===== config.mk =====
export PLATFORM = sky130hd
export DESIGN_NAME = ippc_top
export DESIGN_NICKNAME = d
export VERILOG_FILES = /design/src/ippc_pkg.sv /design/src/ippc_spi_byte.sv /design/src/ippc_i2c_tgt.sv /design/src/ippc_top.sv
export SDC_FILE = /design/constraint.sdc
export NUM_CORES = 1
export LEC_CHECK = 0
export ABC_CLOCK_PERIOD_IN_PS = 4300
export BUFFER_PORTS_ARGS = -buffer_cell sky130_fd_sc_hd__buf_2
export CAP_MARGIN = 5
export CORE_MARGIN = 5
export CORE_UTILIZATION = 33
export CTS_CLUSTER_DIAMETER = 80
export DETAILED_ROUTE_END_ITERATION = 7
export MAX_ROUTING_LAYER = met4
export PLACE_DENSITY = 0.56
export SYNTH_ARGS = -nofsm -noshare
export SYNTH_HDL_FRONTEND = slang
export SYNTH_SLANG_ARGS = --single-unit

===== constraint.sdc =====
create_clock -name mclk_i -period 4.3 [get_ports mclk_i]
set_input_delay 1.075 -clock mclk_i [delete_from_list [all_inputs] [get_ports mclk_i]]
set_output_delay 1.075 -clock mclk_i [all_outputs]
set_load 0.1 [all_outputs]

===== src/ippc_pkg.sv =====
package ippc_pkg;
	// ---------------------------------------------------------------
	// timing
	// ---------------------------------------------------------------
	localparam int CLK_HZ = 20_000_000;
	localparam int SETTLE_US = 40;
	localparam int SETTLE_CYC = SETTLE_US * (CLK_HZ / 1_000_000);
	localparam int FIX_FREQ_HZ = 127_700;
	localparam longint NCO_L = (longint'(FIX_FREQ_HZ) * 64'sd16777216 + CLK_HZ / 2) / CLK_HZ;
	localparam logic [23:0] NCO_FIXED = 24'(NCO_L);
	localparam int LED_STEP_MS = 125;
	localparam int LED_STEP_CYC = LED_STEP_MS * (CLK_HZ / 1000);
	localparam int XTAL_HZ = 8_000_000;
	localparam logic [3:0] GAP_MAX = 4'(CLK_HZ / XTAL_HZ + 2);
	localparam logic [7:0] LOCK_EDGES = 8'hff;
	// ---------------------------------------------------------------
	// serial ports
	// ---------------------------------------------------------------
	localparam logic [6:0] I2C_ADDR = 7'h61;
	localparam logic [7:0] CMD_READ = 8'h03;
	localparam logic [7:0] CMD_WREN = 8'h06;
	localparam logic [7:0] CMD_PROG = 8'h02;
	// ---------------------------------------------------------------
	// register map
	// ---------------------------------------------------------------
	localparam logic [7:0] REG_PING = 8'h00;
	localparam logic [7:0] REG_FOD = 8'h01;
	localparam logic [7:0] REG_ILIM = 8'h02;
	localparam logic [7:0] REG_LED = 8'h03;
	localparam logic [7:0] REG_FADDR_H = 8'h04;
	localparam logic [7:0] REG_FADDR_L = 8'h05;
	localparam logic [7:0] REG_FDATA = 8'h06;
	localparam logic [7:0] REG_FCMD = 8'h07;
	localparam logic [7:0] REG_PWM = 8'h08;
	localparam logic [7:0] REG_FREQ_H = 8'h09;
	localparam logic [7:0] REG_FREQ_L = 8'h0a;
	localparam logic [7:0] REG_STAT = 8'h0b;
	localparam logic [7:0] REG_N = 8'h0b;
	localparam logic [7:0] FCMD_PROG = 8'h01;
	localparam logic [7:0] PING_RST = 8'h40;
	localparam logic [7:0] FOD_RST = 8'h20;
	localparam logic [7:0] ILIM_RST = 8'h80;
	localparam logic [7:0] LED_RST = 8'h0f;
	localparam logic [7:0] PWM_RST = 8'h80;
	localparam logic [7:0] FREQ_H_RST = 8'h01;
	localparam logic [7:0] FREQ_L_RST = 8'h80;
	// ---------------------------------------------------------------
	// power levels
	// ---------------------------------------------------------------
	localparam logic [4:0] W_BASE = 5'h05;
	localparam logic [4:0] W_9 = 5'h08;
	localparam logic [4:0] W_12 = 5'h0a;
	localparam logic [4:0] W_HI = 5'h0f;

	typedef enum logic [1:0] {
		LVL_5V = 2'b00, LVL_9V = 2'b01, LVL_12V = 2'b10, LVL_HI = 2'b11
	} ippc_level_t;
	typedef enum logic [2:0] {
		PORT_NONE = 3'b000, PORT_DC = 3'b001, PORT_SDP = 3'b010,
		PORT_CDP = 3'b011, PORT_DCP = 3'b100
	} ippc_port_t;
	typedef enum logic [2:0] {
		P_WAIT = 3'b000, P_DCD = 3'b001, P_PRI = 3'b010, P_SEC = 3'b011, P_DONE = 3'b100
	} ippc_pst_t;
	typedef enum logic [2:0] {
		F_LOCK = 3'b000, F_BOOT = 3'b001, F_IDLE = 3'b010,
		F_WREN = 3'b011, F_GAP = 3'b100, F_PROG = 3'b101
	} ippc_fst_t;
	typedef struct packed {
		logic ext_ok;
		logic [4:0] max_w;
		logic buck_en;
		logic bypass_en;
	} ippc_profile_t;
endpackage


===== src/ippc_spi_byte.sv =====
module ippc_spi_byte #(
	parameter int DIV = 4
) (
	input wire logic mclk_i,
	input wire logic rst_i,
	input wire logic start_i,
	input wire logic [7:0] tx_i,
	output logic [7:0] rx_o,
	output logic done_o,
	output logic busy_o,
	output logic sck_o,
	output logic mosi_o,
	input wire logic miso_i
);
	// ---------------------------------------------------------------
	// mode 0 byte shifter
	// ---------------------------------------------------------------
	logic [1:0] miso_s;
	logic [15:0] div_r;
	logic [7:0] sh_r;
	logic [2:0] bit_r;
	logic tick;

	assign tick = div_r == 16'(DIV - 1);

	always_ff @(posedge mclk_i) begin
		if (rst_i) begin
			miso_s <= '0;
		end else begin
			miso_s <= {miso_s[0], miso_i};
		end
	end

	// miso sampled late in the high phase so the sync delay fits
	always_ff @(posedge mclk_i) begin
		if (rst_i) begin
			div_r <= '0;
			sh_r <= '0;
			bit_r <= '0;
			rx_o <= '0;
			done_o <= 1'h0;
			busy_o <= 1'h0;
			sck_o <= 1'h0;
			mosi_o <= 1'h0;
		end else begin
			done_o <= 1'h0;
			if (!busy_o) begin
				div_r <= '0;
				if (start_i) begin
					busy_o <= 1'h1;
					sh_r <= tx_i;
					mosi_o <= tx_i[7];
					bit_r <= '0;
				end
			end else if (!tick) begin
				div_r <= div_r + 16'h0001;
			end else begin
				div_r <= '0;
				if (!sck_o) begin
					sck_o <= 1'h1;
				end else begin
					sck_o <= 1'h0;
					rx_o <= {rx_o[6:0], miso_s[1]};
					sh_r <= {sh_r[6:0], 1'h0};
					mosi_o <= sh_r[6];
					bit_r <= bit_r + 3'h1;
					if (bit_r == 3'h7) begin
						busy_o <= 1'h0;
						done_o <= 1'h1;
					end
				end
			end
		end
	end
endmodule


===== src/ippc_i2c_tgt.sv =====
module ippc_i2c_tgt (
	input wire logic mclk_i,
	input wire logic rst_i,
	input wire logic scl_i,
	input wire logic sda_i,
	output logic sda_oe_o,
	output logic wr_o,
	output logic [7:0] ptr_o,
	output logic [7:0] wdata_o,
	input wire logic [7:0] rdata_i
);
	typedef enum logic [2:0] {
		S_IDLE = 3'b000, S_ADDR = 3'b001, S_PTR = 3'b010, S_WR = 3'b011, S_RD = 3'b100
	} ippc_ist_t;

	// ---------------------------------------------------------------
	// line sync and edges
	// ---------------------------------------------------------------
	logic [1:0] s1, s2, s3;
	logic scl, sda, rise, fall, start, stop;
	ippc_ist_t st_r;
	logic ack_r, inc_r;
	logic [3:0] cnt_r;
	logic [7:0] sh_r, tx_r;

	always_ff @(posedge mclk_i) begin
		if (rst_i) begin
			s1 <= 2'h3;
			s2 <= 2'h3;
			s3 <= 2'h3;
		end else begin
			s1 <= {scl_i, sda_i};
			s2 <= s1;
			s3 <= s2;
		end
	end

	assign scl = s2[1];
	assign sda = s2[0];
	assign rise = scl & ~s3[1];
	assign fall = ~scl & s3[1];
	assign start = scl & s3[1] & ~sda & s3[0];
	assign stop = scl & s3[1] & sda & ~s3[0];

	// ---------------------------------------------------------------
	// byte engine
	// ---------------------------------------------------------------
	always_ff @(posedge mclk_i) begin
		if (rst_i) begin
			st_r <= S_IDLE;
			ack_r <= 1'h0;
			inc_r <= 1'h0;
			cnt_r <= '0;
			sh_r <= '0;
			tx_r <= '0;
			ptr_o <= '0;
			wdata_o <= '0;
			wr_o <= 1'h0;
			sda_oe_o <= 1'h0;
		end else begin
			wr_o <= 1'h0;
			if (start) begin
				st_r <= S_ADDR;
				ack_r <= 1'h0;
				cnt_r <= '0;
				sda_oe_o <= 1'h0;
			end else if (stop) begin
				st_r <= S_IDLE;
				sda_oe_o <= 1'h0;
			end else if (st_r != S_IDLE && rise) begin
				if (!ack_r) begin
					sh_r <= {sh_r[6:0], sda};
					cnt_r <= cnt_r + 4'h1;
				end else if (st_r == S_RD && sda) begin
					// not-acknowledge ends the read burst
					st_r <= S_IDLE;
				end
			end else if (st_r != S_IDLE && fall) begin
				if (!ack_r && cnt_r == 4'h8) begin
					ack_r <= 1'h1;
					cnt_r <= '0;
					case (st_r)
						S_ADDR: begin
							if (sh_r[7:1] == ippc_pkg::I2C_ADDR) begin
								sda_oe_o <= 1'h1;
								st_r <= sh_r[0] ? S_RD : S_PTR;
							end else begin
								st_r <= S_IDLE;
							end
						end
						S_PTR: begin
							// pointer byte itself must not advance the pointer
							ptr_o <= sh_r;
							inc_r <= 1'h0;
							sda_oe_o <= 1'h1;
							st_r <= S_WR;
						end
						S_WR: begin
							wdata_o <= sh_r;
							wr_o <= 1'h1;
							inc_r <= 1'h1;
							sda_oe_o <= 1'h1;
						end
						default: begin
							sda_oe_o <= 1'h0;
						end
					endcase
				end else if (ack_r) begin
					ack_r <= 1'h0;
					if (st_r == S_WR && inc_r) begin
						ptr_o <= ptr_o + 8'h01;
					end
					if (st_r == S_RD) begin
						tx_r <= rdata_i;
						sda_oe_o <= ~rdata_i[7];
						ptr_o <= ptr_o + 8'h01;
					end else begin
						sda_oe_o <= 1'h0;
					end
				end else if (st_r == S_RD) begin
					tx_r <= {tx_r[6:0], 1'h0};
					sda_oe_o <= ~tx_r[6];
				end
			end
		end
	end
endmodule


===== src/ippc_top.sv =====
module ippc_top #(
	parameter int LED_STEP = ippc_pkg::LED_STEP_CYC,
	parameter int BOOT_LEN = 16,
	parameter int SPI_DIV = 4
) (
	input wire logic mclk_i,
	input wire logic rst_i,
	input wire logic adaptor_present_i,
	input wire logic [1:0] input_level_i,
	input wire logic dminus_sense_pin_a_i,
	output logic dminus_sense_pin_a_o,
	output logic dminus_sense_pin_a_oe_o,
	input wire logic dminus_sense_pin_b_i,
	output logic dminus_sense_pin_b_o,
	output logic dminus_sense_pin_b_oe_o,
	input wire logic dplus_sense_pin_i,
	output logic dplus_sense_pin_o,
	output logic dplus_sense_pin_oe_o,
	output logic buck_enable_out_o,
	output logic buck_trim_pwm_out_o,
	output logic buck_bypass_out_o,
	output logic bridge_drive_o,
	input wire logic crystal_pin_in_i,
	output logic crystal_pin_out_o,
	output logic xtal_locked_o,
	output logic flash_port_pin_0_o,
	output logic flash_port_pin_1_o,
	output logic flash_port_pin_2_o,
	input wire logic flash_port_pin_3_i,
	output logic [7:0] fetch_data_o,
	output logic fetch_valid_o,
	output logic boot_done_o,
	input wire logic serial_clock_pin_i,
	input wire logic serial_data_pin_i,
	output logic serial_data_pin_o,
	output logic serial_data_pin_oe_o,
	input wire logic former_threshold_pin_i,
	input wire logic former_pattern_pin_i,
	input wire logic fault_i,
	output logic status_indicator_one_o,
	output logic status_indicator_two_o,
	output logic [2:0] port_type_o,
	output ippc_pkg::ippc_profile_t profile_o,
	output logic [1:0] vreq_level_o,
	output logic [7:0] ping_freq_o,
	output logic [7:0] fod_thresh_o,
	output logic [7:0] ilim_o
);
	// ---------------------------------------------------------------
	// helpers
	// ---------------------------------------------------------------
	function automatic ippc_pkg::ippc_profile_t prof_of(ippc_pkg::ippc_level_t l);
		ippc_pkg::ippc_profile_t p;
		p = '0;
		p.max_w = ippc_pkg::W_BASE;
		case (l)
			ippc_pkg::LVL_5V: p.bypass_en = 1'h1;
			ippc_pkg::LVL_9V: p = {1'h1, ippc_pkg::W_9, 1'h1, 1'h0};
			ippc_pkg::LVL_12V: p = {1'h1, ippc_pkg::W_12, 1'h1, 1'h0};
			default: p = {1'h1, ippc_pkg::W_HI, 1'h1, 1'h0};
		endcase
		return p;
	endfunction

	function automatic logic [7:0] cfg_rst(int i);
		case (i)
			0: return ippc_pkg::PING_RST;
			1: return ippc_pkg::FOD_RST;
			2: return ippc_pkg::ILIM_RST;
			3: return ippc_pkg::LED_RST;
			8: return ippc_pkg::PWM_RST;
			9: return ippc_pkg::FREQ_H_RST;
			10: return ippc_pkg::FREQ_L_RST;
			default: return 8'h00;
		endcase
	endfunction

	// ---------------------------------------------------------------
	// pin sync
	// ---------------------------------------------------------------
	logic [5:0] sy1, sy2;
	logic att, dm, dp, xt;
	ippc_pkg::ippc_level_t lvl;

	always_ff @(posedge mclk_i) begin
		if (rst_i) begin
			sy1 <= '0;
			sy2 <= '0;
		end else begin
			sy1 <= {adaptor_present_i, input_level_i, dminus_sense_pin_a_i,
				dplus_sense_pin_i, crystal_pin_in_i};
			sy2 <= sy1;
		end
	end

	assign att = sy2[5];
	assign lvl = ippc_pkg::ippc_level_t'(sy2[4:3]);
	assign dm = sy2[2];
	assign dp = sy2[1];
	assign xt = sy2[0];

	// ---------------------------------------------------------------
	// port detection
	// ---------------------------------------------------------------
	ippc_pkg::ippc_pst_t pst_r;
	ippc_pkg::ippc_port_t port_r;
	logic [15:0] tmr_r;
	logic tmo, dp_drv_r, dmb_drv_r, zero_r;

	assign tmo = tmr_r == 16'(ippc_pkg::SETTLE_CYC - 1);

	always_ff @(posedge mclk_i) begin
		if (rst_i || !att) begin
			pst_r <= ippc_pkg::P_WAIT;
			port_r <= ippc_pkg::PORT_NONE;
			tmr_r <= '0;
			dp_drv_r <= 1'h0;
			dmb_drv_r <= 1'h0;
		end else begin
			tmr_r <= (tmo || pst_r == ippc_pkg::P_WAIT) ? 16'h0000 : tmr_r + 16'h0001;
			case (pst_r)
				ippc_pkg::P_WAIT: pst_r <= ippc_pkg::P_DCD;
				ippc_pkg::P_DCD: begin
					// line left high means no host pulldown
					if (tmo && dp) begin
						port_r <= ippc_pkg::PORT_DC;
						pst_r <= ippc_pkg::P_DONE;
					end else if (tmo) begin
						dp_drv_r <= 1'h1;
						pst_r <= ippc_pkg::P_PRI;
					end
				end
				ippc_pkg::P_PRI: begin
					if (tmo) begin
						dp_drv_r <= 1'h0;
						dmb_drv_r <= dm;
						port_r <= dm ? ippc_pkg::PORT_NONE : ippc_pkg::PORT_SDP;
						pst_r <= dm ? ippc_pkg::P_SEC : ippc_pkg::P_DONE;
					end
				end
				ippc_pkg::P_SEC: begin
					// secondary step tells dedicated from host port
					if (tmo) begin
						dmb_drv_r <= 1'h0;
						port_r <= dp ? ippc_pkg::PORT_DCP : ippc_pkg::PORT_CDP;
						pst_r <= ippc_pkg::P_DONE;
					end
				end
				default: pst_r <= ippc_pkg::P_DONE;
			endcase
		end
	end

	always_ff @(posedge mclk_i) begin
		zero_r <= 1'h0;
	end

	assign dminus_sense_pin_a_o = zero_r;
	assign dminus_sense_pin_a_oe_o = zero_r;
	assign dminus_sense_pin_b_o = dmb_drv_r;
	assign dminus_sense_pin_b_oe_o = dmb_drv_r;
	assign dplus_sense_pin_o = dp_drv_r;
	assign dplus_sense_pin_oe_o = dp_drv_r;
	assign serial_data_pin_o = zero_r;
	assign port_type_o = port_r;

	// ---------------------------------------------------------------
	// profile selection
	// ---------------------------------------------------------------
	ippc_pkg::ippc_profile_t prof_r;
	ippc_pkg::ippc_level_t vreq_r, eff;
	logic usb;

	assign usb = port_r != ippc_pkg::PORT_DC && port_r != ippc_pkg::PORT_NONE;
	// charging ports capped at twelve volts
	assign eff = (usb && lvl == ippc_pkg::LVL_HI) ? ippc_pkg::LVL_12V : lvl;

	always_ff @(posedge mclk_i) begin
		if (rst_i || pst_r != ippc_pkg::P_DONE) begin
			prof_r <= '0;
			vreq_r <= ippc_pkg::LVL_5V;
		end else begin
			// five volt source selects bypass path
			prof_r <= prof_of(eff);
			vreq_r <= eff;
		end
	end

	assign profile_o = prof_r;
	assign vreq_level_o = vreq_r;
	assign buck_enable_out_o = prof_r.buck_en;
	assign buck_bypass_out_o = prof_r.bypass_en;

	// ---------------------------------------------------------------
	// registers
	// ---------------------------------------------------------------
	logic [7:0] cfg_r [0:10];
	logic [7:0] rdata_r, ptr, wdata;
	logic i2c_wr, prog_req_r, prog_take_r, flash_busy, sda_oe;
	ippc_pkg::ippc_fst_t fst_r;

	// target port on clock and data pins
	ippc_i2c_tgt u_i2c (
		.mclk_i(mclk_i),
		.rst_i(rst_i),
		.scl_i(serial_clock_pin_i),
		.sda_i(serial_data_pin_i),
		.sda_oe_o(sda_oe),
		.wr_o(i2c_wr),
		.ptr_o(ptr),
		.wdata_o(wdata),
		.rdata_i(rdata_r)
	);

	assign serial_data_pin_oe_o = sda_oe;
	assign flash_busy = fst_r != ippc_pkg::F_IDLE;

	always_ff @(posedge mclk_i) begin
		if (rst_i) begin
			for (int i = 0; i < 11; i++) begin
				cfg_r[i] <= cfg_rst(i);
			end
		end else if (i2c_wr && ptr < ippc_pkg::REG_N) begin
			// parameters written over the serial port
			cfg_r[ptr[3:0]] <= wdata;
		end
	end

	always_ff @(posedge mclk_i) begin
		if (rst_i) begin
			rdata_r <= '0;
		end else if (ptr == ippc_pkg::REG_STAT) begin
			rdata_r <= {boot_done_o, xtal_locked_o, flash_busy, port_r, vreq_r};
		end else if (ptr < ippc_pkg::REG_N) begin
			rdata_r <= cfg_r[ptr[3:0]];
		end else begin
			rdata_r <= 8'h00;
		end
	end

	// set wins over the take in the same cycle
	always_ff @(posedge mclk_i) begin
		if (rst_i) begin
			prog_req_r <= 1'h0;
		end else if (i2c_wr && ptr == ippc_pkg::REG_FCMD && wdata == ippc_pkg::FCMD_PROG) begin
			prog_req_r <= 1'h1;
		end else if (prog_take_r) begin
			prog_req_r <= 1'h0;
		end
	end

	assign ping_freq_o = cfg_r[0];
	assign fod_thresh_o = cfg_r[1];
	assign ilim_o = cfg_r[2];

	// ---------------------------------------------------------------
	// buck trim and bridge timing
	// ---------------------------------------------------------------
	logic [7:0] pwm_cnt_r;
	logic pwm_r;
	logic [23:0] acc_r, inc;

	always_ff @(posedge mclk_i) begin
		if (rst_i) begin
			pwm_cnt_r <= '0;
			pwm_r <= 1'h0;
		end else begin
			pwm_cnt_r <= pwm_cnt_r + 8'h01;
			pwm_r <= prof_r.buck_en && (pwm_cnt_r < cfg_r[8]);
		end
	end

	assign buck_trim_pwm_out_o = pwm_r;
	// fixed phase step in buck mode
	assign inc = prof_r.bypass_en ? {cfg_r[9], cfg_r[10], 8'h00} : ippc_pkg::NCO_FIXED;

	always_ff @(posedge mclk_i) begin
		if (rst_i || pst_r != ippc_pkg::P_DONE) begin
			acc_r <= '0;
		end else begin
			acc_r <= acc_r + inc;
		end
	end

	assign bridge_drive_o = acc_r[23];

	// ---------------------------------------------------------------
	// crystal drive and lock
	// ---------------------------------------------------------------
	// lock gates the boot read: an 8MHz tone sampled at 20MHz shows edges 2 to 3 cycles apart
	logic xo_r, xprev_r, lock_r;
	logic [3:0] gap_r;
	logic [7:0] lcnt_r;

	always_ff @(posedge mclk_i) begin
		if (rst_i) begin
			xo_r <= 1'h0;
			xprev_r <= 1'h0;
			gap_r <= '0;
			lcnt_r <= '0;
			lock_r <= 1'h0;
		end else begin
			xo_r <= ~xt;
			xprev_r <= xt;
			lock_r <= lcnt_r == ippc_pkg::LOCK_EDGES;
			if (xt && !xprev_r) begin
				gap_r <= '0;
				if (lcnt_r != ippc_pkg::LOCK_EDGES) begin
					lcnt_r <= lcnt_r + 8'h01;
				end
			end else if (gap_r > ippc_pkg::GAP_MAX) begin
				lcnt_r <= '0;
			end else begin
				gap_r <= gap_r + 4'h1;
			end
		end
	end

	assign crystal_pin_out_o = xo_r;
	assign xtal_locked_o = lock_r;

	// ---------------------------------------------------------------
	// flash sequencer
	// ---------------------------------------------------------------
	logic [15:0] idx_r, last;
	logic [7:0] byte_r, rx, nxt_byte;
	logic cs_n_r, st_r, sdone, sbusy, fvalid_r, bdone_r;
	logic [7:0] fdata_r;

	assign last = fst_r == ippc_pkg::F_BOOT ? 16'(BOOT_LEN + 3) :
		(fst_r == ippc_pkg::F_PROG ? 16'h0004 : 16'h0000);

	always_comb begin
		nxt_byte = 8'h00;
		if (fst_r == ippc_pkg::F_PROG) begin
			case (idx_r + 16'h0001)
				16'h0002: nxt_byte = cfg_r[4];
				16'h0003: nxt_byte = cfg_r[5];
				16'h0004: nxt_byte = cfg_r[6];
				default: nxt_byte = 8'h00;
			endcase
		end
	end

	ippc_spi_byte #(.DIV(SPI_DIV)) u_spi (
		.mclk_i(mclk_i),
		.rst_i(rst_i),
		.start_i(st_r),
		.tx_i(byte_r),
		.rx_o(rx),
		.done_o(sdone),
		.busy_o(sbusy),
		.sck_o(flash_port_pin_1_o),
		.mosi_o(flash_port_pin_2_o),
		.miso_i(flash_port_pin_3_i)
	);

	always_ff @(posedge mclk_i) begin
		if (rst_i) begin
			fst_r <= ippc_pkg::F_LOCK;
			idx_r <= '0;
			byte_r <= '0;
			cs_n_r <= 1'h1;
			st_r <= 1'h0;
			prog_take_r <= 1'h0;
			fvalid_r <= 1'h0;
			fdata_r <= '0;
			bdone_r <= 1'h0;
		end else begin
			st_r <= 1'h0;
			prog_take_r <= 1'h0;
			fvalid_r <= 1'h0;
			case (fst_r)
				ippc_pkg::F_LOCK: begin
					// boot read once the clock is locked
					if (lock_r) begin
						fst_r <= ippc_pkg::F_BOOT;
						{cs_n_r, st_r, byte_r} <= {1'h0, 1'h1, ippc_pkg::CMD_READ};
					end
				end
				ippc_pkg::F_IDLE: begin
					// queued code byte goes to flash
					if (prog_req_r) begin
						prog_take_r <= 1'h1;
						fst_r <= ippc_pkg::F_WREN;
						{cs_n_r, st_r, byte_r} <= {1'h0, 1'h1, ippc_pkg::CMD_WREN};
					end
				end
				ippc_pkg::F_GAP: begin
					fst_r <= ippc_pkg::F_PROG;
					{cs_n_r, st_r, byte_r} <= {1'h0, 1'h1, ippc_pkg::CMD_PROG};
				end
				default: begin
					if (sdone && fst_r == ippc_pkg::F_BOOT && idx_r > 16'h0003) begin
						fdata_r <= rx;
						fvalid_r <= 1'h1;
					end
					if (sdone && idx_r == last) begin
						cs_n_r <= 1'h1;
						idx_r <= '0;
						bdone_r <= bdone_r | (fst_r == ippc_pkg::F_BOOT);
						fst_r <= fst_r == ippc_pkg::F_WREN ? ippc_pkg::F_GAP : ippc_pkg::F_IDLE;
					end else if (sdone) begin
						idx_r <= idx_r + 16'h0001;
						st_r <= 1'h1;
						byte_r <= nxt_byte;
					end
				end
			endcase
		end
	end

	assign flash_port_pin_0_o = cs_n_r;
	assign fetch_data_o = fdata_r;
	assign fetch_valid_o = fvalid_r;
	assign boot_done_o = bdone_r;

	// ---------------------------------------------------------------
	// indicators
	// ---------------------------------------------------------------
	logic [23:0] lcyc_r;
	logic [2:0] step_r;
	logic status_indicator_one_r, status_indicator_two_r;

	always_ff @(posedge mclk_i) begin
		if (rst_i) begin
			lcyc_r <= '0;
			step_r <= '0;
			status_indicator_one_r <= 1'h0;
			status_indicator_two_r <= 1'h0;
		end else begin
			// pattern bits stepped by slow tick
			if (lcyc_r == 24'(LED_STEP - 1)) begin
				lcyc_r <= '0;
				step_r <= step_r + 3'h1;
			end else begin
				lcyc_r <= lcyc_r + 24'h000001;
			end
			status_indicator_one_r <= pst_r == ippc_pkg::P_DONE && cfg_r[3][step_r];
			status_indicator_two_r <= fault_i ? step_r[0] : prof_r.ext_ok;
		end
	end

	assign status_indicator_one_o = status_indicator_one_r;
	assign status_indicator_two_o = status_indicator_two_r;
endmodule


# Yosys cells after proc, flatten, opt, wreduce, memory -nomap -nowiden
# Memory sizes are Yosys's and may differ from the RTL's. A register that Yosys moved wholly into a read port is not among the register bits.
# Cells that the tools add are included.
# Widths: inputs -> output; s select.
[classes]
add_sub_neg = 12
n_lt_le_gt_ge = 5
n_eq_ne = 53
muxes = 124
bitwise = 26
reduce_logical = 83
[op_table]
columns = ["operator", "n"]
rows = [
  ["$mux 8", 22],
  ["$mux 3", 25],
  ["$mux 7", 7],
  ["$add 16x1->16 const B", 3],
  ["$eq 16x2->1 const B", 3],
  ["$pmux 8 s3", 2],
  ["$mux 1", 43],
  ["$mux 16", 2],
  ["$mux 4", 7],
  ["$add 24x1->24 const B", 1],
  ["$add 24x24->24", 1],
  ["$add 8x1->8 const B", 3],
  ["$eq 24x22->1 const B", 1],
  ["$mux 24", 1],
  ["$ne 2x2->1 const B", 12],
  ["$reduce_and 4->1", 6],
  ["$pmux 7 s3", 1],
  ["$reduce_bool 2->1", 10],
  ["$eq 3x2->1 const B", 6],
  ["$not 1->1", 18],
  ["$pmux 3 s3", 2],
  ["$reduce_and 3->1", 6],
  ["$reduce_and 6->1", 3],
  ["$reduce_bool 3->1", 6],
  ["51 further kinds", 112],
]
[totals]
regBits = 260
ramBits = 88
word_cells = 362
mem_count = 1
[mem_list]
columns = ["memory", "depth", "word_bits", "read_ports", "rd_ports_with_merged_regs", "write_ports", "line_no", "rtl"]
rows = [
  ["cfg_r", 11, 8, 11, 1, 11, "ippc_top.sv:197", "logic [7:0] cfg_r [0:10];"],
]

# Longest topological paths before layout
# Gate-level depths: netlist of run 1.
[logic_depth]
ltp_word = 8
mapped_depth = 11
ltp_nobuf = 10

# Modules after synthesis
# A second synthesis of run 1 with hierarchy kept.
[hier_totals]
hier_cells = 1701
hier_area_um2 = 16336.9
[modules_own_cells]
columns = ["mod", "n_inst", "cells_each", "area_each_um2", "seq_area_each_um2"]
rows = [
  ["ippc_top", 1, 1255, 12261.8, 5925.7],
  ["ippc_i2c_tgt", 1, 255, 2263.4, 960.9],
  ["ippc_spi_byte", 1, 191, 1811.7, 800.8],
]

# Least setup slack after synthesis of run 1
# No wires, ideal clock.
[synth_timing]
path_kind = "register -> register"
start = "register prof_r (netlist bit buck_bypass_out_o)"
end = "register acc_r[22]"
setup_ns = 0.127
arrival_ns = 3.517
path_slack_ns = 0.656
stages_incl_launch_ff = 11
path_buffers = 1
synth_period_minus_slack_ns = 3.644
path_cell_list = "dfxtp_1 clkbuf_1 inv_1 ha_1 nand4_2 a211o_1 o311ai_2 a31oi_1 o31a_1 and4_4 or3_1"
[synth_via]
elab_chain_cells = 2
[synth_rtl]
columns = ["item", "line_no", "rtl"]
rows = [
  ["start, declared", "ippc_top.sv:170", "ippc_pkg::ippc_profile_t prof_r;"],
  ["start signal, assigned", "ippc_top.sv:184", "prof_r <= prof_of(eff);"],
  ["$mux 24", "ippc_top.sv:275", "assign inc = prof_r.bypass_en ? {cfg_r[9], cfg_r[10], 8'h00} : ippc_pkg::NCO_FIXED;"],
  ["$add 24x24->24", "ippc_top.sv:281", "acc_r <= acc_r + inc;"],
  ["end signal, assigned", "ippc_top.sv:281", ""],
  ["end, declared", "ippc_top.sv:261", "logic [23:0] acc_r, inc;"],
]
# No other way between the ends.
# A chain may end at the register's enable or synchronous reset.

# Worst setup path after layout of run 1
[layout_timing]
start = "register idx_r[0]"
end = "register byte_r[4]"
[layout_via]
elab_chain_cells = 7
elab_cells_between_ends = 13
cone_classes = "add/sub: 1; eq/ne: 5; mux: 5; reduce/logical: 2"
[layout_rtl]
columns = ["item", "line_no", "rtl"]
rows = [
  ["start, declared", "ippc_top.sv:325", "logic [15:0] idx_r, last;"],
  ["start signal, assigned", "ippc_top.sv:404", "idx_r <= idx_r + 16'h0001;"],
  ["$add 16x1->16", "ippc_top.sv:336", "case (idx_r + 16'h0001)"],
  ["$eq 16x3->1 / $eq 16x2->1 (equally long branches)", "ippc_top.sv:336", ""],
  ["$pmux 8 s3", "ippc_top.sv:336", ""],
  ["$mux 8", "ippc_top.sv:335", "if (fst_r == ippc_pkg::F_PROG) begin"],
  ["$mux 8", "ippc_top.sv:403", "end else if (sdone) begin"],
  ["$mux 8", "ippc_top.sv:398", "if (sdone && idx_r == last) begin"],
  ["$pmux 8 s3", "ippc_top.sv:373", "case (fst_r)"],
  ["end signal, assigned", "ippc_top.sv:378", "{cs_n_r, st_r, byte_r} <= {1'h0, 1'h1, ippc_pkg::CMD_READ};"],
  ["end signal, assigned", "ippc_top.sv:386", "{cs_n_r, st_r, byte_r} <= {1'h0, 1'h1, ippc_pkg::CMD_WREN};"],
  ["end signal, assigned", "ippc_top.sv:406", "byte_r <= nxt_byte;"],
  ["end, declared", "ippc_top.sv:326", "logic [7:0] byte_r, rx, nxt_byte;"],
]
# Several ways; a longest one is shown, not always the timed one. The select of a mux whose other input is x is not followed.

==> results of run 1 <==
[power by group through the flow]
stage          Combinational, mW  Clock, mW  Sequential (mW)
5_1_grt                    0.329       3.90             3.89
4_1_cts                    0.305       3.75             3.88
3_5_place_dp               0.304          0             3.96
6_report                   0.302       3.62             3.89
3_3_place_gp               0.300          0             3.96
2_1_floorplan              0.162          0             4.02
[flip-flops by register name (all words and copies together), names as in the netlist, 4 cells and up, named ones only]
register and cells:
acc_r 24, byte_r 8, cfg_r 128, fetch_data_o 8, gap_r 4, idx_r 16
lcnt_r 8, lcyc_r 24, pwm_cnt_r 8, rdata_r 8, sy1 6, sy2 6
tmr_r 16, u_i2c.cnt_r 4, u_i2c.ptr_o 8, u_i2c.sh_r 8, u_i2c.tx_r 7, u_i2c.wdata_o 8
u_spi.div_r 16, u_spi.rx_o 8, u_spi.sh_r 7
[cell families after synthesis]
logic type / Yosys count / share of synthesized area (%)
AO/OA/AOI/OAI: 238 / 8.82
XOR/XNOR: 97 / 4.80
adder cells (fa/ha/maj): 45 / 3.22
buffers and inverters: 144 / 3.62
flip-flops: 388 / 50.7
multiplexers: 93 / 8.23
other: 1 / 0.0212
AND/OR/NAND/NOR: 743 / 20.6
[worst max-delay path, cell delays in order, from the launching register on]
cell and delay [ps]:
dfxtp_1 530, ha_1 420, nand3_4 160, nor3_4 280, o211ai_2 180, a2111oi_2 380, nor4b_4 700, a31o_1 230
a21o_1 90
[per-stage QoR]
stage | instances | setup slack, ps
3_5_place_dp | 2462 | 1120
3_3_place_gp | 2462 | 1140
6_report | 2541 | 1270
2_1_floorplan | 1784 | 656
4_1_cts | 2541 | 1270
5_1_grt | 2541 | 936
[worst paths after layout]
| path | endpoint | slack, ps | cells after the start |
|---|---|---|---|
| setup / recovery | byte_r[4]$_SDFFE_PP0P_ | 1270 | 8 |
| hold / removal | u_i2c.s2[0]$_SDFF_PP1_ | 430 | 1 |
| setup reg to reg | byte_r[4]$_SDFFE_PP0P_ | 1270 | 8 |
| hold reg to reg | u_i2c.s2[0]$_SDFF_PP1_ | 430 | 1 |
[routing by layer]
metal	up-vias	wire length, um
met4	0	853
met3	57	2010
met5	-	0
met1	6109	19700
li1	6271	-
met2	248	18400
[area by class of cell]
class                           count  area, um^2  share of cell area (%)
Timing Repair Buffer               84         454                    2.26
Multi-Input combinational cell   1252        8240                    41.0
Clock buffer                       61        1270                    6.30
Clock inverter                     18         133                   0.660
Tap cell                          688         861                    4.28
Inverter                           50         188                   0.933
Sequential cell                   388        8970                    44.6
[layout by cell type (no fill, tap or decap), types with 14 or more instances in the layout]
master	instances
nor2_1	318
dfxtp_1	266
nand2_1	120
edfxtp_1	120
a21oi_1	81
buf_2	72
xor2_1	58
nand3_1	53
mux2i_1	51
inv_1	50
clkbuf_16	45
ha_1	44
mux4_2	42
o21ai_0	41
xnor2_1	39
conb_1	36
nor3_1	29
nor2b_1	26
nand2b_1	24
and2_1	23
and3_1	22
nand4_1	22
a21o_1	22
a22oi_1	18
nor4_1	16
nor3b_1	14
==> results.tsv, run 1 <==
stage	metric	value	unit
global_route	grt.total_usage	14.2	%
placement	placed_area	18700	um^2
power_and_ir_drop	cellLeakagePower	7.39	nW
route	first_iter_violations	1151	
global_route	antenna_found_initial	1	
cells_and_area	syn2layout_area_growth	13.6	%
setup_path	worst_ep_required_time	4800	ps
route	vias_per_cell	4.99	
timing	hold_viol_final	0	
setup_path	cp.arrival	3520	ps
logic_synthesis	synth_most_common_cell	nor2_1	
cells_and_area	drive_above_1_share	13.2	%
placement	place_congestion	0.834	
logic_synthesis	synth_area_leaders	dfxtp_1 (30%), edfxtp_1 (20%), nor2_1 (6.7%)	
floorplan	ios	81	
logic_synthesis	synthesis.instances	1749	
cells_and_area	diodes	0	
setup_path	rr_startpoint	idx_r[0]$_SDFFE_PP0P_	
route	ant_nets	0	
cells_and_area	fill_cells	5180	
hold_path	worstHoldStart	u_i2c.s1[0]$_SDFF_PP1_	
global_route	grtUsageMet2	21.8	%
logic_synthesis	synth-seq-cells	388	
placement	port_buffers	73	
cts	cts_max_level	2	
logic_synthesis	synth_area	17700	um^2
setup_path	critPathLaunch	idx_r[0]$_SDFFE_PP0P_	
floorplan	die_x	242	um
power_and_ir_drop	p_int	6.03	mW
cts	cts.sinks	388	
cts	cts_hold_buf	0	
power_and_ir_drop	seq_power_share	49.7	%
cts	cts_tree	done	
power_and_ir_drop	combPwrFrac	3.9	%
logic_synthesis	synth_top_area_share	30.3	%
cells_and_area	final_design_area_no_fill	20100	um^2
setup_path	crit_type	reg -> reg	
timing	grt_setup_unrepaired	no	
timing	setup_viol	0	
timing	tightestPinTransition	1150	ps
route	wl_per_cell	16.1	um
timing	drv_slew	0	
timing	hold_slack	431	ps
cts	post_cts_buffers	0	
timing	maxClockFrequency	330	MHz
global_route	grt-ovfl-total	0	
route	vias	12700	
timing	skew	20.4	ps
timing	slew_headroom	23.3	%
power_and_ir_drop	vdd_drop_max	0.267	mV
logic_synthesis	syn_avg_cell_area	10.1	um^2
logic_synthesis	synth_top_area_cell	dfxtp_1	
floorplan	start_util	33.5	%
setup_path	cp-end-kind	register	
logic_synthesis	yosysSeqAreaShare	50.7	%
hold_path	min_path_type	reg -> reg	
logic_synthesis	async_flop_share	0	%
global_route	grt-busiest-layer	met2	
floorplan	coreArea	52900	um^2
cells_and_area	nNetsFinal	1880	
placement	dp_hpwl	28700	um
setup_path	crit_fanout	16	
logic_synthesis	synth_ff_type	dfxtp_1	
cts	post_cts.resized_instances	0	
global_route	grt_pass1_wl	67000	um
floorplan	rows	84	
floorplan	die_area	58400	um^2
cts	clk_latency	570	ps
timing	tns	0	ps
cts	clk_pin_slew	60	ps
cells_and_area	final_core_util	38.0	%
timing	finalCritPeriodShare	70.4	%
setup_path	critPathLaunchType	register	
route	drc	0	
logic_synthesis	ys_types	86	
logic_synthesis	synth_edf_count	120	
power_and_ir_drop	p_sw_share	22.7	%
logic_synthesis	ys_warn_count	0	
logic_synthesis	yosys-top-cells-count	nor2_1 (318), dfxtp_1 (268), edfxtp_1 (120), nand2_1 (120), a21oi_1 (81)	
route	wirelength	41000	um
global_route	grt_max_degree	63	
global_route	grt_use_met1	19.4	%
power_and_ir_drop	power	7.81	mW
global_route	use_met3	2.82	%
outcome	status	finished clean	
timing	period_needed	3030	ps
route	dr.pass1.iters	5	
floorplan	fp.dieH	242	um
power_and_ir_drop	p_per_area	388	nW/um^2
global_route	grt_pass1_vias	12400	
power_and_ir_drop	switching_power	1.78	mW
power_and_ir_drop	clkPwrFrac	46.4	%
cts	cts-root-buf	clkbuf_16	
cts	max-clock-path-buffers	3	
run	maxCapViolations	0	
cts	cts_made_buffers	44	
Power figures use the tool's default switching activity.
==> run 2, diff against run 1 <==
Settings changed: ABC_AREA from default to 1, ABC_CLOCK_PERIOD_IN_PS 4300 to 3000.
Clock period 4.3 ns to 3 ns, I/O delays scaled along.
==> run 2 against run 1 <==
Net effect:
- total power up 61%
- synthesized cell count up 30%
- via count up 22%
==> results.tsv, run 2 <==
stage	metric	value	unit	change
logic_synthesis	synth_top_area_share	29.8	%	-0.48 points
hold_path	min_path_type	in -> reg		
setup_path	critPathLaunch	u_i2c.ptr_o[0]$_SDFFE_PP0P_		
route	vias	15500		+22%
cts	cts-root-buf	clkbuf_16		
power_and_ir_drop	vdd_drop_max	0.365	mV	+37%
floorplan	rows	85		+1.2%
route	wirelength	47300	um	+15%
global_route	grt_pass1_vias	14600		+18%
setup_path	critPathLaunchType	register		
global_route	grt-ovfl-total	0		unchanged
timing	grt_setup_unrepaired	no		
cts	post_cts.resized_instances	0		unchanged
logic_synthesis	synth_area_leaders	dfxtp_1 (30%), edfxtp_1 (20%), nand2_1 (8.6%)		
cts	cts_made_buffers	45		+2.3%
floorplan	coreArea	53900	um^2	+2.0%
setup_path	crit_type	reg -> reg		
power_and_ir_drop	cellLeakagePower	8.28	nW	+12%
logic_synthesis	synth-seq-cells	388		unchanged
global_route	grt_max_degree	80		+27%
power_and_ir_drop	power	12.5	mW	+61%
route	vias_per_cell	4.99		about the same
cts	post_cts_buffers	0		unchanged
outcome	status	finished clean		
placement	dpl_worst_slack	401	ps	-719 ps
cells_and_area	final_cell_mix	nand2_1 (412), nor2_1 (332), dfxtp_1 (266)		
cells_and_area	diodes	0		unchanged
timing	hold_slack	371	ps	-60.1 ps
logic_synthesis	synthesis.instances	2278		+30%
run	maxCapViolations	0		unchanged
timing	period_needed	2630	ps	-394 ps
logic_synthesis	async_flop_share	0	%	unchanged
cells_and_area	drive_above_1_share	8.33	%	-4.9 points
cells_and_area	regMostFlops	cfg_r		
logic_synthesis	ys_types	57		-34%
floorplan	die_area	59200	um^2	+1.5%
cells_and_area	reg_top3	cfg_r (128), acc_r (24), lcyc_r (24)		
cts	cts_hold_buf	0		unchanged
cts	cts_tree	done		
setup_path	crit_fanout	9		-7
floorplan	ios	81		unchanged
timing	tightestPinTransition	876	ps	-270 ps
cts	cts.sinks	388		unchanged
hold_path	worstHoldStart	serial_data_pin_i		
logic_synthesis	synth_area	18000	um^2	+1.6%
cells_and_area	nNetsFinal	2440		+30%
timing	maxClockFrequency	380	MHz	+15%
timing	setup_ws	368	ps	-906 ps
setup_path	cp-end-kind	register		
cells_and_area	mostFrequentLayoutCell	nand2_1		
cells_and_area	largest_reg_flops	128		unchanged
timing	setup_viol	0		unchanged
timing	drv_slew	0		unchanged
route	drc	0		unchanged
timing	slew_headroom	41.6	%	+18 points
setup_path	rr_startpoint	u_i2c.ptr_o[0]$_SDFFE_PP0P_		
placement	dp_hpwl	33600	um	+17%
setup_path	crit_slowest_cell	dfxtp_1		
cells_and_area	syn2layout_area_growth	15.9	%	
route	ant_nets	0		unchanged
route	first_iter_violations	1152		+0.087%
global_route	grt_pass1_wl	76200	um	+14%
setup_path	worst_ep_required_time	3240	ps	-1560 ps
logic_synthesis	ys_warn_count	0		unchanged
global_route	antenna_found_initial	0		-1
logic_synthesis	yosys-top-cells-count	nand2_1 (412), nor2_1 (332), dfxtp_1 (268)		
cts	max-clock-path-buffers	3		unchanged
logic_synthesis	yosysSeqAreaShare	49.9	%	-0.80 points
power_and_ir_drop	p_per_area	602	nW/um^2	+55%
cells_and_area	fill_cells	5513		+6.4%
cts	cts_max_level	2		unchanged
cts	clk_latency	570	ps	about the same
setup_path	cp_common_cell	nand2_1		
timing	finalCritPeriodShare	87.7	%	+17 points
setup_path	max_stage_delay	340	ps	-360 ps
logic_synthesis	synth_edf_count	120		unchanged
logic_synthesis	synth_most_common_cell	nand2_1		
placement	port_buffers	73		unchanged
logic_synthesis	synth_top_area_cell	dfxtp_1		
route	wl_per_cell	15.2	um	-5.7%
timing	skew	14.2	ps	-6.21 ps
floorplan	start_util	33.3	%	-0.13 points
cts	clk_pin_slew	60	ps	about the same
setup_path	cp.arrival	2870	ps	-650 ps
route	dr.pass1.iters	5		unchanged
timing	hold_viol_final	0		unchanged
setup_path	crit_chain	ha_1, nand2_1, nand3_1, inv_2, nand2_1, nor2_2, nand2_1, nor2_1, inv_1, nor2_1, inv_1, nand2_1		
floorplan	die_x	243	um	+0.76%
floorplan	fp.dieH	243	um	+0.76%
logic_synthesis	syn_avg_cell_area	7.89	um^2	-22%
placement	place_congestion	0.915		+9.7%
timing	tns	0	ps	unchanged
logic_synthesis	synth_ff_type	dfxtp_1		
global_route	grt.total_usage	16.0	%	+1.8 points
-- run 2: final timing paths --
path                                                   to  slack, ps  depth (start not counted)
worst max-delay path            cfg_r[2][7]$_SDFFCE_PN1P_        370                         12
worst min-delay path               u_i2c.s1[0]$_SDFF_PP1_        370                          2
worst max register to register  cfg_r[2][7]$_SDFFCE_PN1P_        370                         12
worst min register to register          sy2[0]$_SDFF_PP0_        410                          2
-- run 2: cell type report --
cell class	count	area, um^2	area share (%)
Timing Repair Buffer	101	616	2.96
Clock inverter	16	293	1.41
Sequential cell	388	8970	43.1
Multi-Input combinational cell	1567	7750	37.2
Tap cell	696	871	4.18
Clock buffer	64	1290	6.19
Inverter	277	1040	4.99
-- run 2: worst max-delay path: cells and delay by family (launching register included) --
family                     cells  cell delay (ps)
buffers and inverters          3              440
and+or+nand+nor                8             1250
adders and majority gates      1              260
DFF                            1              340
-- run 2: kinds of logic (layout without fill, tap and decap cells) --
family          Yosys count  in the layout  share of synthesized area (%)
compound gates          474            474                           14.8
xor+xnor                 18             18                          0.877
fa+ha+maj                45             45                           3.17
buf+inv                 358            458                           7.78
flops                   388            388                           49.9
other cells               1             36                         0.0209
simple gates            994            994                           23.5
-- run 2: metrics by stage --
| stage | cell area [um^2] | instances | utilization (%) |
|---|---|---|---|
| global placement | 19200 | 3029 | 35.7 |
| global route | 20800 | 3109 | 38.6 |
| detailed placement | 19200 | 3029 | 35.7 |
| finish | 20800 | 3109 | 38.6 |
| CTS | 20800 | 3109 | 38.6 |
| floorplan | 18100 | 2313 | - |
-- run 2: routing by layer --
metal / part of all wire [%] / track usage (%) / vias to the layer above
li1: - / - / 7798
met5: 0 / - / -
met4: 1.6 / 3.54 / 0
met3: 6.2 / 2.98 / 58
met1: 48 / 22.2 / 7271
met2: 44 / 24.4 / 384
-- run 2: power by group --
part / switching (mW) / total, mW / internal, mW
Sequential: 0.126 / 5.71 / 5.58
Combinational: 0.750 / 0.972 / 0.222
Clock: 2.18 / 5.86 / 3.68
==> run 3, diff against run 2 <==
--- a/config.mk
+++ b/config.mk
@@ -14,4 +14,5 @@
 export CTS_CLUSTER_DIAMETER = 80
 export DETAILED_ROUTE_END_ITERATION = 7
+export GPL_TIMING_DRIVEN = 1
 export MAX_ROUTING_LAYER = met4
 export PLACE_DENSITY = 0.56
==> constraint.sdc (replaced) <==
create_clock -name mclk_i -period 3 [get_ports mclk_i]
set_input_delay 0.9 -clock mclk_i [delete_from_list [all_inputs] [get_ports mclk_i]]
set_output_delay 0.9 -clock mclk_i [all_outputs]
set_load 0.1 [all_outputs]
==> run 3 against run 2 <==
Net effect:
- sequential share of layout area increased by 0.34 points
- non-clock buffer count increased by 4
- total power decreased by 5.9%
- clock skew decreased by 0.64 ps
- highest routed layer unchanged
- final cell count about the same
- largest cell class unchanged
- critical endpoint is now acc_r[16]$_SDFF_PP0_
- fmax decreased by 1.1%
==> results.tsv, run 3 (synthesis results as in run 2) <==
stage	metric	value	unit	change
outcome	status	finished clean		
global_route	grtUsageMet2	24.0	%	-0.40 points
power_and_ir_drop	p_sw_share	25.8	%	+1.4 points
floorplan	die_area	59200	um^2	unchanged
cells_and_area	multi_input_area	7750	um^2	unchanged
cells_and_area	area.sequential	8970	um^2	unchanged
route	ant_nets	0		unchanged
cells_and_area	largest_reg_flops	128		unchanged
placement	port_buffers	73		unchanged
cells_and_area	fill_cells	5502		-0.20%
power_and_ir_drop	cellLeakagePower	8.21	nW	-0.89%
floorplan	start_util	33.3	%	unchanged
cts	clk_pin_slew	60	ps	about the same
route	drc	0		unchanged
cells_and_area	final_design_area_no_fill	20700	um^2	-0.77%
cells_and_area	mostFrequentLayoutCell	nand2_1		
global_route	grt_max_degree	80		unchanged
route	dr.pass1.iters	7		+2
timing	hold_viol_final	0		unchanged
route	first_iter_violations	1226		+6.4%
timing	setup_viol	0		unchanged
placement	placed_area	19300	um^2	+0.22%
power_and_ir_drop	p_int	8.76	mW	-7.6%
route	wirelength	47000	um	-0.45%
cells_and_area	nNetsFinal	2443		+0.12%
timing	finalCritPeriodShare	88.7	%	+0.98 points
route	wl_per_cell	15.1	um	-0.54%
timing	drv_slew	0		unchanged
cts	max-clock-path-buffers	3		unchanged
cells_and_area	final_cell_mix	nand2_1 (412), nor2_1 (332), dfxtp_1 (266)		
timing	tns	0	ps	unchanged
global_route	grt_pass1_vias	14700		+0.37%
cells_and_area	diodes	0		unchanged
power_and_ir_drop	seq_power_share	48.4	%	+2.9 points
power_and_ir_drop	vdd_drop_max	0.348	mV	-4.6%
global_route	grt_pass1_wl	76100	um	-0.23%
hold_path	min_path_type	reg -> reg		
timing	grt_setup_unrepaired	no		
floorplan	fp.dieH	243	um	unchanged
cells_and_area	syn2layout_area_growth	15.0	%	
power_and_ir_drop	clkPwrFrac	43.5	%	-3.2 points
cts	cts.sinks	388		unchanged
cells_and_area	drive_above_1_share	8.65	%	+0.32 points
run	maxCapViolations	0		unchanged
timing	slew_headroom	47.1	%	+5.5 points
power_and_ir_drop	p_per_area	571	nW/um^2	-5.2%
global_route	use_met3	3.17	%	+0.19 points
timing	maxClockFrequency	376	MHz	-1.1%
placement	place_congestion	0.942		+3.1%
timing	tightestPinTransition	793	ps	-82.3 ps
timing	period_needed	2660	ps	+29.4 ps
route	vias_per_cell	4.98		-0.24%
floorplan	rows	85		unchanged
global_route	grt_use_met1	21.9	%	-0.27 points
setup_path	crit_type	reg -> reg		
cts	post_cts.resized_instances	0		unchanged
global_route	grt-ovfl-total	0		unchanged
floorplan	coreArea	53900	um^2	unchanged
global_route	antenna_found_initial	0		unchanged
placement	dp_hpwl	33700	um	+0.35%
setup_path	worst_ep_required_time	3440	ps	+200 ps
floorplan	die_x	243	um	unchanged
global_route	grt.total_usage	15.9	%	-0.040 points
global_route	grt-busiest-layer	met2		
setup_path	critPathLaunchType	register		
timing	skew	13.6	ps	-0.644 ps
cts	cts_max_level	2		unchanged
setup_path	cp.arrival	3110	ps	+240 ps
cts	cts_tree	done		
cts	cts_hold_buf	0		unchanged
setup_path	cp-end-kind	register		
power_and_ir_drop	combPwrFrac	8.1	%	+0.3 points
cts	cts_made_buffers	44		-2.2%
route	vias	15500		-0.15%
cts	cts-root-buf	clkbuf_16		
setup_path	crit_fanout	7		-2
floorplan	ios	81		unchanged
cells_and_area	reg_top3	cfg_r (128), acc_r (24), lcyc_r (24)		
cells_and_area	regMostFlops	cfg_r		
cts	post_cts_buffers	0		unchanged
power_and_ir_drop	switching_power	3.04	mW	-0.61%
cts	clk_latency	560	ps	about the same
[run 3: cell count changes in the layout (fill, tap and decap cells not counted), moves of 2 or more]
cell / delta
buf_4: +3
bufinv_16: -8
inv_6: -2
clkbuf_1: -4
clkinvlp_4: +5
clkinv_2: +8
[run 3: area by class of cell]
| cell class | instances | share of cell area [%] |
|---|---|---|
| Timing Repair Buffer | 105 | 3.18 |
| Multi-Input combinational cell | 1567 | 37.5 |
| Sequential cell | 388 | 43.4 |
| Tap cell | 696 | 4.21 |
| Inverter | 277 | 5.03 |
| Clock inverter | 19 | 0.557 |
| Clock buffer | 60 | 6.11 |
[run 3: per-layer routing]
layer | share of wire [%] | vias up | routed length (um)
li1 | - | 7819 | -
met1 | 47 | 7168 | 22300
met2 | 43 | 430 | 20300
met3 | 7.4 | 71 | 3480
met4 | 2.2 | 0 | 1030
met5 | 0 | - | 0
[run 3: final timing paths]
path                                              startpoint                    to  slack, ps  cells after the start
worst max-delay path            buck_bypass_out_o$_SDFF_PP0_  acc_r[16]$_SDFF_PP0_        340                     11
worst min-delay path                       sy1[4]$_SDFF_PP0_     sy2[4]$_SDFF_PP0_        400                      2
worst max register to register  buck_bypass_out_o$_SDFF_PP0_  acc_r[16]$_SDFF_PP0_        340                     11
worst min register to register             sy1[4]$_SDFF_PP0_     sy2[4]$_SDFF_PP0_        400                      2
[run 3: through the flow]
stage / setup WS (ps) / util (%) / cells / power [mW] / hold WS [ps]
finish: 338 / 38.3 / 3112 / 11.8 / 403
global route: 51.3 / 38.3 / 3112 / 12.3 / 424
CTS: 347 / 38.3 / 3112 / 12.0 / 403
detailed placement: 339 / 35.8 / 3033 / 6.78 / 395
global placement: 361 / 35.8 / 3033 / 6.76 / 396
floorplan: 166 / - / 2313 / 6.54 / 388
[run 3: worst max-delay path: stages (launching register included)]
cell and delay (ps):
dfxtp_2 330, inv_1 170, ha_1 290, fa_1 400
nand3_1 160, o21ai_1 150, a21oi_1 350, o21ai_1 180
a21oi_1 220, inv_1 80, o21ai_0 150, a21oi_1 60
[run 3: power groups by stage]
| stage | clock [mW] | combinational (mW) | sequential (mW) |
|---|---|---|---|
| finish | 5.13 | 0.961 | 5.71 |
| detailed placement | 0 | 0.961 | 5.82 |
| global placement | 0 | 0.944 | 5.81 |
| CTS | 5.30 | 0.964 | 5.71 |
| global route | 5.49 | 1.09 | 5.73 |
| floorplan | 0 | 0.578 | 5.96 |
